===== config.mk =====
export PLATFORM = sky130hd
export DESIGN_NAME = ldb_sizing
export DESIGN_NICKNAME = d
export VERILOG_FILES = /design/src/core/ldb_fifo.v /design/src/core/ldb_sizing.v
export VERILOG_INCLUDE_DIRS = /design/src /design/src/shared
export SDC_FILE = /design/constraint.sdc
export NUM_CORES = 2
export LEC_CHECK = 0
export BUFFER_PORTS_ARGS = -buffer_cell sky130_fd_sc_hd__buf_2
export CORE_UTILIZATION = 47
export DETAILED_ROUTE_END_ITERATION = 6
export PLACE_DENSITY_LB_ADDON = 0.25
export SYNTH_ARGS = -nofsm -noshare
export SYNTH_HDL_FRONTEND = slang
export SYNTH_SLANG_ARGS = --single-unit

===== constraint.sdc =====
create_clock -name ref_clk -period 10.2 [get_ports ref_clk]
set_input_delay 1.02 -clock ref_clk [delete_from_list [all_inputs] [get_ports ref_clk]]
set_output_delay 1.02 -clock ref_clk [all_outputs]
set_load 0.1 [all_outputs]

===== src/shared/ldb_defines.vh =====
// register offsets, field positions and reset values for the display dma sizing block
// assumes inclusion by bare name from core files
`ifndef LDB_DEFINES_VH
`define LDB_DEFINES_VH
`define LDB_IDX_ELEM_B1 8'hE0
`define LDB_IDX_ELEM_B2 8'hE2
`define LDB_IDX_FRAME_B1 8'hE4
`define LDB_IDX_FRAME_B2 8'hE6
`define LDB_IDX_CHAN_ASSIGN 8'hEA
`define LDB_IDX_DATA_PARAM 8'hEC
`define LDB_IDX_CONTROL 8'hEE
`define LDB_IDX_STATUS 8'hF0
`define LDB_IDX_SRC_FI_B2 8'hF2
`define LDB_IDX_BYTES_LO 8'hF8
`define LDB_IDX_BYTES_HI 8'hFA
`define LDB_KIND_MSB 3
`define LDB_KIND_RST 4'h0
`define LDB_KIND_TIEOFF 4'h0
`define LDB_KIND_LEGAL 4'h4
`define LDB_CTRL_START 0
`define LDB_CTRL_BUFSEL 1
`define LDB_CTRL_DBLIDX 2
`define LDB_CTRL_LEGACY 3
`define LDB_DP_SIZE_B1_LSB 0
`define LDB_DP_SIZE_B2_LSB 2
`define LDB_DP_RST 4'h0
`define LDB_DP_TIEOFF 4'h0
`define LDB_FIFO_DEPTH 8
`define LDB_FIFO_WIDTH 32
`endif


===== src/core/ldb_fifo.v =====
// parameterised flip-flop fifo with valid/ready on both sides
// assumes one clock and a synchronous active-high reset
`timescale 1ns/10ps
`default_nettype none
module ldb_fifo #(
  parameter WIDTH = 32,
  parameter DEPTH = 8,
  parameter AW = 3
) (
  input wire ref_clk,
  input wire sys_rst,
  input wire in_valid,
  output wire in_ready,
  input wire [WIDTH-1:0] in_data,
  output wire out_valid,
  input wire out_ready,
  output wire [WIDTH-1:0] out_data
);
  reg [WIDTH-1:0] mem_reg [0:DEPTH-1];
  reg [AW-1:0] wr_ptr_reg;
  reg [AW-1:0] rd_ptr_reg;
  reg [AW:0] count_reg;
  wire push;
  wire pop;
  assign in_ready = (count_reg != DEPTH[AW:0]);
  assign out_valid = (count_reg != {(AW+1){1'b0}});
  assign out_data = mem_reg[rd_ptr_reg];
  assign push = in_valid & in_ready;
  assign pop = out_valid & out_ready;
  always @(posedge ref_clk) begin
    if (push) begin
      mem_reg[wr_ptr_reg] <= in_data;
    end
  end
  always @(posedge ref_clk) begin
    if (sys_rst) begin
      wr_ptr_reg <= {AW{1'b0}};
      rd_ptr_reg <= {AW{1'b0}};
      count_reg <= {(AW+1){1'b0}};
    end else begin
      if (push) begin
        wr_ptr_reg <= wr_ptr_reg + {{(AW-1){1'b0}}, 1'b1};
      end
      if (pop) begin
        rd_ptr_reg <= rd_ptr_reg + {{(AW-1){1'b0}}, 1'b1};
      end
      if (push & ~pop) begin
        count_reg <= count_reg + {{AW{1'b0}}, 1'b1};
      end else if (pop & ~push) begin
        count_reg <= count_reg - {{AW{1'b0}}, 1'b1};
      end
    end
  end
endmodule
`default_nettype wire


===== src/core/ldb_sizing.v =====
// display dma sizing block: apb registers, block byte count, element sequencer, output fifo
// assumes apb master on ref_clk; source words arrive on src_*; display drains vid_*
//
// Design decision made here: the APB register port.
`timescale 1ns/10ps
`default_nettype none
`include "ldb_defines.vh"
module ldb_sizing (
  input wire ref_clk,
  input wire sys_rst,
  input wire psel,
  input wire penable,
  input wire pwrite,
  input wire [11:0] paddr,
  input wire [31:0] pwdata,
  output reg [31:0] prdata,
  output reg pready,
  output reg pslverr,
  input wire src_valid,
  input wire [31:0] src_data,
  output reg src_ready,
  output reg [31:0] src_addr,
  input wire vid_ready,
  output reg vid_valid,
  output reg [31:0] vid_data,
  output reg block_done
);
  // ---------------------------------------------------------------
  // registers
  // ---------------------------------------------------------------
  reg [15:0] elem_reg [0:1];
  reg [15:0] frame_reg [0:1];
  reg [`LDB_KIND_MSB:0] kind_reg;
  reg [15:0] assign_hi_reg;
  reg [3:0] dparam_reg;
  reg [31:0] src_fi_b2_reg;
  reg [3:0] ctrl_reg;
  reg busy_reg;
  reg done_flag_reg;
  reg cur_buf_reg;
  reg [15:0] elem_cnt_reg;
  reg [15:0] frame_cnt_reg;
  wire legacy;
  wire [`LDB_KIND_MSB:0] kind_eff;
  wire [3:0] dparam_eff;
  wire [9:0] word_idx;
  wire acc;
  wire wr;
  reg hit;
  reg [31:0] rd_next;
  assign legacy = ctrl_reg[`LDB_CTRL_LEGACY];
  assign kind_eff = legacy ? `LDB_KIND_TIEOFF : kind_reg;
  assign dparam_eff = legacy ? `LDB_DP_TIEOFF : dparam_reg;
  assign word_idx = paddr[11:2];
  assign acc = psel & penable & ~pready;
  assign wr = psel & penable & pready & pwrite; // write lands on the completing edge

  // ---------------------------------------------------------------
  // block byte count
  // ---------------------------------------------------------------
  function [2:0] size_bytes;
    input [1:0] code;
    begin
      case (code)
        2'h0: size_bytes = 3'h1;
        2'h1: size_bytes = 3'h2;
        2'h2: size_bytes = 3'h4;
        default: size_bytes = 3'h4;
      endcase
    end
  endfunction
  wire [1:0] dt_b1 = dparam_eff[`LDB_DP_SIZE_B1_LSB+1:`LDB_DP_SIZE_B1_LSB];
  wire [1:0] dt_b2 = dparam_eff[`LDB_DP_SIZE_B2_LSB+1:`LDB_DP_SIZE_B2_LSB];
  wire [31:0] prod_b1 = elem_reg[0] * frame_reg[0];
  wire [31:0] prod_b2 = elem_reg[1] * frame_reg[1];
  wire [34:0] bytes_b1 = prod_b1 * size_bytes(dt_b1);
  wire [34:0] bytes_b2 = prod_b2 * size_bytes(dt_b2);
  wire [34:0] bytes_sel = ctrl_reg[`LDB_CTRL_BUFSEL] ? bytes_b2 : bytes_b1;

  // ---------------------------------------------------------------
  // apb decode
  // ---------------------------------------------------------------
  always @* begin
    hit = 1'b1;
    rd_next = 32'h0000_0000;
    if (word_idx == {2'h0, `LDB_IDX_ELEM_B1}) begin
      rd_next = {16'h0000, elem_reg[0]};
    end else if (word_idx == {2'h0, `LDB_IDX_ELEM_B2}) begin
      rd_next = {16'h0000, elem_reg[1]};
    end else if (word_idx == {2'h0, `LDB_IDX_FRAME_B1}) begin
      rd_next = {16'h0000, frame_reg[0]};
    end else if (word_idx == {2'h0, `LDB_IDX_FRAME_B2}) begin
      rd_next = {16'h0000, frame_reg[1]};
    end else if (word_idx == {2'h0, `LDB_IDX_CHAN_ASSIGN}) begin
      hit = ~legacy;
      rd_next = {16'h0000, assign_hi_reg[15:4], kind_eff};
    end else if (word_idx == {2'h0, `LDB_IDX_DATA_PARAM}) begin
      hit = ~legacy;
      rd_next = {28'h0000000, dparam_eff};
    end else if (word_idx == {2'h0, `LDB_IDX_CONTROL}) begin
      rd_next = {28'h0000000, ctrl_reg};
    end else if (word_idx == {2'h0, `LDB_IDX_STATUS}) begin
      rd_next = {29'h00000000, cur_buf_reg, done_flag_reg, busy_reg};
    end else if (word_idx == {2'h0, `LDB_IDX_SRC_FI_B2}) begin
      rd_next = src_fi_b2_reg;
    end else if (word_idx == {2'h0, `LDB_IDX_BYTES_LO}) begin
      rd_next = bytes_sel[31:0];
    end else if (word_idx == {2'h0, `LDB_IDX_BYTES_HI}) begin
      rd_next = {29'h00000000, bytes_sel[34:32]};
    end else begin
      hit = 1'b0;
    end
  end

  always @(posedge ref_clk) begin
    if (sys_rst) begin
      pready <= 1'b0;
      pslverr <= 1'b0;
      prdata <= 32'h0000_0000;
    end else begin
      pready <= acc;
      pslverr <= acc & ~hit;
      prdata <= (acc & ~pwrite & hit) ? rd_next : 32'h0000_0000;
    end
  end

  // ---------------------------------------------------------------
  // buffer size registers
  // ---------------------------------------------------------------
  genvar gi;
  generate
    for (gi = 0; gi < 2; gi = gi + 1) begin : g_buf
      always @(posedge ref_clk) begin
        if (sys_rst) begin
          elem_reg[gi] <= 16'h0000;
          frame_reg[gi] <= 16'h0000;
        end else if (wr) begin
          if (word_idx == {2'h0, (gi == 0) ? `LDB_IDX_ELEM_B1 : `LDB_IDX_ELEM_B2}) begin
            elem_reg[gi] <= pwdata[15:0];
          end
          if (word_idx == {2'h0, (gi == 0) ? `LDB_IDX_FRAME_B1 : `LDB_IDX_FRAME_B2}) begin
            frame_reg[gi] <= pwdata[15:0];
          end
        end
      end
    end
  endgenerate

  always @(posedge ref_clk) begin
    if (sys_rst) begin
      kind_reg <= `LDB_KIND_RST;
      assign_hi_reg <= 16'h0000;
      dparam_reg <= `LDB_DP_RST;
      src_fi_b2_reg <= 32'h0000_0000;
      ctrl_reg <= 4'h0;
    end else begin
      if (wr && !legacy && word_idx == {2'h0, `LDB_IDX_CHAN_ASSIGN}) begin
        kind_reg <= pwdata[`LDB_KIND_MSB:0]; // software writes 0100
        assign_hi_reg <= pwdata[15:0];
      end
      if (wr && !legacy && word_idx == {2'h0, `LDB_IDX_DATA_PARAM}) begin
        dparam_reg <= pwdata[3:0];
      end
      if (wr && word_idx == {2'h0, `LDB_IDX_SRC_FI_B2}) begin
        src_fi_b2_reg <= pwdata;
      end
      if (wr && word_idx == {2'h0, `LDB_IDX_CONTROL}) begin
        ctrl_reg <= pwdata[3:0];
      end else if (!busy_reg) begin
        ctrl_reg[`LDB_CTRL_START] <= 1'b0; // clear once accepted, empty blocks too
      end
    end
  end

  // ---------------------------------------------------------------
  // element sequencer
  // ---------------------------------------------------------------
  wire fifo_in_ready;
  wire fifo_out_valid;
  wire [31:0] fifo_out_data;
  wire take = busy_reg & src_valid & src_ready;
  wire last_elem = (elem_cnt_reg == elem_reg[cur_buf_reg] - 16'h0001);
  wire last_frame = (frame_cnt_reg == frame_reg[cur_buf_reg] - 16'h0001);
  wire [2:0] cur_sz = size_bytes(cur_buf_reg ? dt_b2 : dt_b1);
  wire dbl_idx = ctrl_reg[`LDB_CTRL_DBLIDX];
  wire start_ok = ctrl_reg[`LDB_CTRL_START] & ~busy_reg;
  wire start_buf = ctrl_reg[`LDB_CTRL_BUFSEL];
  wire empty_blk = (elem_reg[start_buf] == 16'h0000) | (frame_reg[start_buf] == 16'h0000);

  always @(posedge ref_clk) begin
    if (sys_rst) begin
      busy_reg <= 1'b0;
      done_flag_reg <= 1'b0;
      cur_buf_reg <= 1'b0;
      elem_cnt_reg <= 16'h0000;
      frame_cnt_reg <= 16'h0000;
      src_addr <= 32'h0000_0000;
      src_ready <= 1'b0;
      block_done <= 1'b0;
    end else begin
      block_done <= 1'b0;
      if (start_ok) begin
        cur_buf_reg <= start_buf;
        elem_cnt_reg <= 16'h0000;
        frame_cnt_reg <= 16'h0000;
        src_addr <= 32'h0000_0000;
        done_flag_reg <= empty_blk;
        busy_reg <= ~empty_blk;
        block_done <= empty_blk;
        src_ready <= ~empty_blk & fifo_in_ready;
      end else if (busy_reg) begin
        src_ready <= fifo_in_ready & ~take; // no take right after a take: ready lags the fifo count
        if (take) begin
          if (last_elem) begin
            elem_cnt_reg <= 16'h0000;
            if (cur_buf_reg & dbl_idx) begin
              src_addr <= src_addr + {29'h00000000, cur_sz} + src_fi_b2_reg;
            end else begin
              src_addr <= src_addr + {29'h00000000, cur_sz};
            end
            if (last_frame) begin
              busy_reg <= 1'b0;
              done_flag_reg <= 1'b1;
              block_done <= 1'b1;
            end else begin
              frame_cnt_reg <= frame_cnt_reg + 16'h0001;
            end
          end else begin
            elem_cnt_reg <= elem_cnt_reg + 16'h0001;
            src_addr <= src_addr + {29'h00000000, cur_sz};
          end
        end
      end else begin
        src_ready <= 1'b0;
      end
    end
  end

  ldb_fifo #(
    .WIDTH(`LDB_FIFO_WIDTH),
    .DEPTH(`LDB_FIFO_DEPTH),
    .AW(3)
  ) u_fifo (
    .ref_clk(ref_clk),
    .sys_rst(sys_rst),
    .in_valid(take),
    .in_ready(fifo_in_ready),
    .in_data(src_data),
    .out_valid(fifo_out_valid),
    .out_ready(~vid_valid | vid_ready),
    .out_data(fifo_out_data)
  );

  // registered output stage toward the display
  always @(posedge ref_clk) begin
    if (sys_rst) begin
      vid_valid <= 1'b0;
      vid_data <= 32'h0000_0000;
    end else if (~vid_valid | vid_ready) begin
      vid_valid <= fifo_out_valid;
      vid_data <= fifo_out_data;
    end
  end
endmodule
`default_nettype wire


# Word-level counts from Yosys, hierarchy flattened
# Memory sizes are Yosys's and may differ from the RTL's. A register that Yosys moved wholly into a read port is not among the register bits.
# Index checks and enable logic that the tools add are counted.
[op_classes]
addsub = 10
mul = 4
n_eq_ne = 18
mux = 85
bitwise = 35
n_reduce_logical = 23
[ops]
columns = ["cell", "n"]
rows = [
  ["two-way mux 16 bit", 13],
  ["two-way mux 32 bit", 4],
  ["equality test 10 x 8 -> 1 bit, second input constant", 11],
  ["multiplier 32 x 3 -> 35 bit", 2],
  ["multiplier 16 x 16 -> 32 bit", 2],
  ["two-way mux 1 bit", 58],
  ["two-way mux 35 bit", 1],
  ["adder 16 x 1 -> 16 bit, second input constant", 2],
  ["adder 32 x 3 -> 32 bit", 1],
  ["adder 32 bit", 1],
  ["equality test 16 bit", 2],
  ["zero test 16 bit", 2],
  ["subtractor 16 x 1 -> 16 bit, second input constant", 2],
  ["case mux 3 bit (2 select lines)", 3],
  ["AND 1 bit", 17],
  ["two-way mux 4 bit", 4],
  ["NOT 1 bit", 12],
  ["nonzero test 2 bit", 5],
  ["OR reduction 10 bit", 1],
  ["AND reduction 4 bit", 2],
  ["adder 3 x 1 -> 3 bit, second input constant", 2],
  ["equality test 2 x 1 -> 1 bit, second input constant", 3],
  ["zero test 2 bit", 3],
  ["bitwise OR 1 bit", 6],
  ["other kinds (11)", 16],
]
[totals]
ff_bits = 174
ram_bits = 320
in_bits = 83
output_inout_bits = 101
elab_cells = 200
n_memories = 3
[mem_list]
columns = ["memory", "words", "width", "rd", "rd_clocked_by_memory_dff", "write_ports", "line_no", "source"]
rows = [
  ["u_fifo.mem_reg", 8, 32, 1, 1, 1, "ldb_fifo.v:19", "reg [WIDTH-1:0] mem_reg [0:DEPTH-1];"],
  ["elem_reg", 2, 16, 4, 2, 2, "ldb_sizing.v:31", "reg [15:0] elem_reg [0:1];"],
  ["frame_reg", 2, 16, 4, 2, 2, "ldb_sizing.v:32", "reg [15:0] frame_reg [0:1];"],
]

# Longest topological paths before layout
[logic_depth]
depth_word = 16
ltp_mapped = 39
ltp_nobuf = 37

# Hierarchy
# A second synthesis with hierarchy kept.
[unflattened]
cells_unflattened = 4947
area_unflattened_um2 = 47393.0
[modules_own_cells]
columns = ["mod", "instances", "cells_each", "area_per_inst_um2", "seq_area_each_um2"]
rows = [
  ["ldb_sizing", 1, 4504, 36996.7, 5805.6],
  ["ldb_fifo", 1, 443, 10396.2, 7947.6],
]

# Worst setup path before layout
# No wires, ideal clock.
[synth_timing]
kind = "register to register"
from = "memory frame_reg[1][2]"
to = "register prdata[0]"
setup_time_ns = 0.119
arrival_time_ns = 8.857
t_required_ns = 10.081
setup_slack_ns = 1.224
path_stages_with_launch = 35
path_buffers = 2
period_less_slack_ns = 8.976
cell_sequence = "edfxtp_1 clkbuf_1 clkbuf_1 nand2_1 fa_1 fa_1 inv_1 fa_1 inv_1 fa_1 inv_1 fa_1 inv_1 fa_1 inv_1 ha_1 or3_1 o21ai_0 o21ai_0 a21o_1 a21oi_1 xnor2_1 nand2_1 fa_1 inv_1 ha_1 a2111o_1 a2111oi_0 nor4_1 o21ai_0 nand2_1 and3b_1 a2111oi_0 a21oi_1 o221a_2"
[synth_lines]
columns = ["element", "line_no", "source"]
rows = [
  ["start, declared", "ldb_sizing.v:32", ""],
  ["end signal, assigned", "ldb_sizing.v:123", "prdata <= (acc & ~pwrite & hit) ? rd_next : 32'h0000_0000;"],
  ["end, declared", "ldb_sizing.v:16", "output reg [31:0] prdata,"],
]

==> impl_metrics.csv <==
group,metric,value,unit
synthesis,syn_nets,5848,
layout,drive_gt1_share,10.2,%
synthesis,synth_ff_type,"edfxtp_1",
synthesis,yosysTopAreaCell,"edfxtp_1",
grt,grtUsageTotal,27.4,%
worst_setup_path,crit_path_max_incr_delay,0.64,ns
synthesis,synth-seq-cells,524,
worst_setup_path,arrival,10.24,ns
drt,postRouteWirelength,141,mm
placement,portBuffers,181,
synthesis,async_flop_share,0,%
clocking,clkLatencyLatePin,0.67,ns
timing,drv_slew,0,
drt,via_per_inst,5.77,
drt,dr.pass1.iters,6,
synthesis,yosys_warnings,0,
placement,place_congestion,0.960,
layout,nNetsFinal,5944,
grt,grt_max_degree,75,
worst_setup_path,required,10.77,ns
die,core_area,100000,µm²
drt,vias,37159,
synthesis,syn_inst,4993,
synthesis,synth_most_common_cell,"nand2_1",
clocking,hold_buffers,0,
layout,fill_cells,9171,
power_and_ir_drop,leakage,0.0228,µW
die,std_cell_rows,116,
worst_setup_path,cpMaxStageDelayCell,"edfxtp_1",
timing,slew_headroom,12.9,%
power_and_ir_drop,pwr_density_cell,152,nW/µm²
worst_setup_path,crit_top_cell,"inv_1",
layout,final_util,52.0,%
timing,fin_setup_tns,0,ns
die,dieArea,102000,µm²
timing,fmax,0.103,GHz
layout,syn_to_final_growth,9.51,%
synthesis,synth_common_cells,"nand2_1, inv_1, fa_1, edfxtp_1, ha_1",
drt,routedWlPerCell,21.9,µm
timing,hold_viol_final,0,
clocking,cts_buffers,58,
synthesis,syn_area_per_cell,9.53,µm²
synthesis,synthTopCellsByArea,"edfxtp_1, fa_1, dfxtp_1",
drt,first_iter_violations,3331,
drt,drcViolationCount,0,
power_and_ir_drop,peakVddDrop,232,µV
grt,overflow,0,
clocking,cts_tree,"built",
worst_setup_path,start_kind,"register",
die,io_pins,184,
placement,dp_hpwl,106,mm
die,chipHeight,320,µm
outcome,run_status,"complete, no violations",
grt,antenna_found_initial,12,
synthesis,ys_seq_area_share,28.8,%
die,die_w,320,µm
timing,worst_pin_slew,1.30,ns
layout,largest_reg_flops,256,
timing,final.setup_skew,0.0420,ns
die,initial_core_util,47.5,%
worst_setup_path,critical_path_class,"register to register",
run,cap_violations,0,
worst_setup_path,cp_max_fo,10,
timing,rsz0062_at_grt,"no",
hold_path,hp-class,"register to register",
grt,grt_pass1_vias,36722,
clocking,cts_sinks,524,
clocking,cts_buffer_depth,3,
clocking,htreeDepth,2,
clocking,cts_root_buffer,"clkbuf_16",
synthesis,synth_area,47600,µm²
drt,ant_nets,0,
timing,fin_crit_sh,94.8,%
clocking,path_clk_slew,0.07,ns
timing,setup_viol_count_final,0,
synthesis,synth_top_area_share,20.2,%
grt,grt_pass1_wl,216,mm
timing,min_period,9.67,ns
worst_setup_path,crit_path_end_kind,"register",
synthesis,synthDistinctLibCells,88,
synthesis,synth_edf_count,320,
==> critical path: cells and delay by family (launching register included) <==
family	cells	cell delay (ns)
compound gates	12	2.79
buf+inv	8	0.43
simple gates	6	1.26
flops	1	0.64
fa+ha+maj	9	4.19
xor+xnor	1	0.30
==> layout by cell type (no fill, tap or decap), drive strengths merged, types with 132 or more instances in the layout <==
cell      n
a21oi   231
and2    303
buf     307
dfxtp   204
edfxtp  320
fa      453
ha      319
inv     606
nand2   698
nor2    266
o21ai   132
xnor2   141
==> metrics by stage <==
stage | setup slack (ns) | hold slack (ns) | area [µm²] | cells | total power (µW)
after floorplan | 1.22 | 0.431 | 47600 | 4993 | 4860
after global placement | 0.644 | 0.439 | 50000 | 6323 | 5730
after detailed placement | 0.485 | 0.446 | 50000 | 6323 | 5770
after CTS | 0.488 | 0.453 | 52000 | 6433 | 7950
after global routing | 0.0104 | 0.461 | 52100 | 6438 | 8380
final | 0.529 | 0.452 | 52100 | 6443 | 7900
==> area by class of cell <==
| cell class | count | area [µm²] | share of cell area, % |
|---|---|---|---|
| Timing Repair Buffer | 307 | 1870 | 3.58 |
| Tap cell | 1298 | 1620 | 3.12 |
| Clock buffer | 71 | 1540 | 2.96 |
| Multi-Input combinational cell | 3600 | 30700 | 58.9 |
| Sequential cell | 524 | 13700 | 26.3 |
| Inverter | 598 | 2240 | 4.31 |
| Antenna cell | 6 | 15.0 | 0.0288 |
| Clock inverter | 39 | 439 | 0.843 |
==> where the power goes <==
group | internal, µW | switching [µW]
Clock | 1220 | 945
Sequential | 2310 | 78.5
Combinational | 1180 | 2160
==> path summary, 6_finish.rpt <==
check | startpoint | endpoint | slack, ns | cells after the start
setup / recovery | frame_reg[0][4] | prdata[2] | 0.53 | 36
hold / removal | assign_hi_reg[8] | assign_hi_reg[8] | 0.45 | 2
setup reg to reg | frame_reg[0][4] | prdata[2] | 0.53 | 36
hold reg to reg | assign_hi_reg[8] | assign_hi_reg[8] | 0.45 | 2
==> routing by layer <==
| layer | vias to the layer above | GRT usage, % | wire (µm) |
|---|---|---|---|
| met4 | 18 | 9.78 | 5350 |
| met1 | 18287 | 36.4 | 58700 |
| met2 | 1551 | 43.5 | 63400 |
| li1 | 17007 | - | - |
| met3 | 296 | 6.72 | 13500 |
| met5 | - | 0 | 136 |
==> timing repair <==
action / CTS / global route
setup endpoints to repair: 0 / 2
buffers inserted: 0 / 4
resized for setup: 0 / 1
==> logic make-up after synthesis <==
family                   count (synthesis)  share of synthesized area [%]
flip-flops                             524                           28.8
buffers and inverters                  869                           6.95
adder cells (fa/ha/maj)                772                           27.5
AND/OR/NAND/NOR                       1659                           16.6
XOR/XNOR                               231                           4.25
multiplexers                           165                           5.22
AO/OA/AOI/OAI                          773                           10.7
Note: power is estimated with default switching activity, not from simulation.
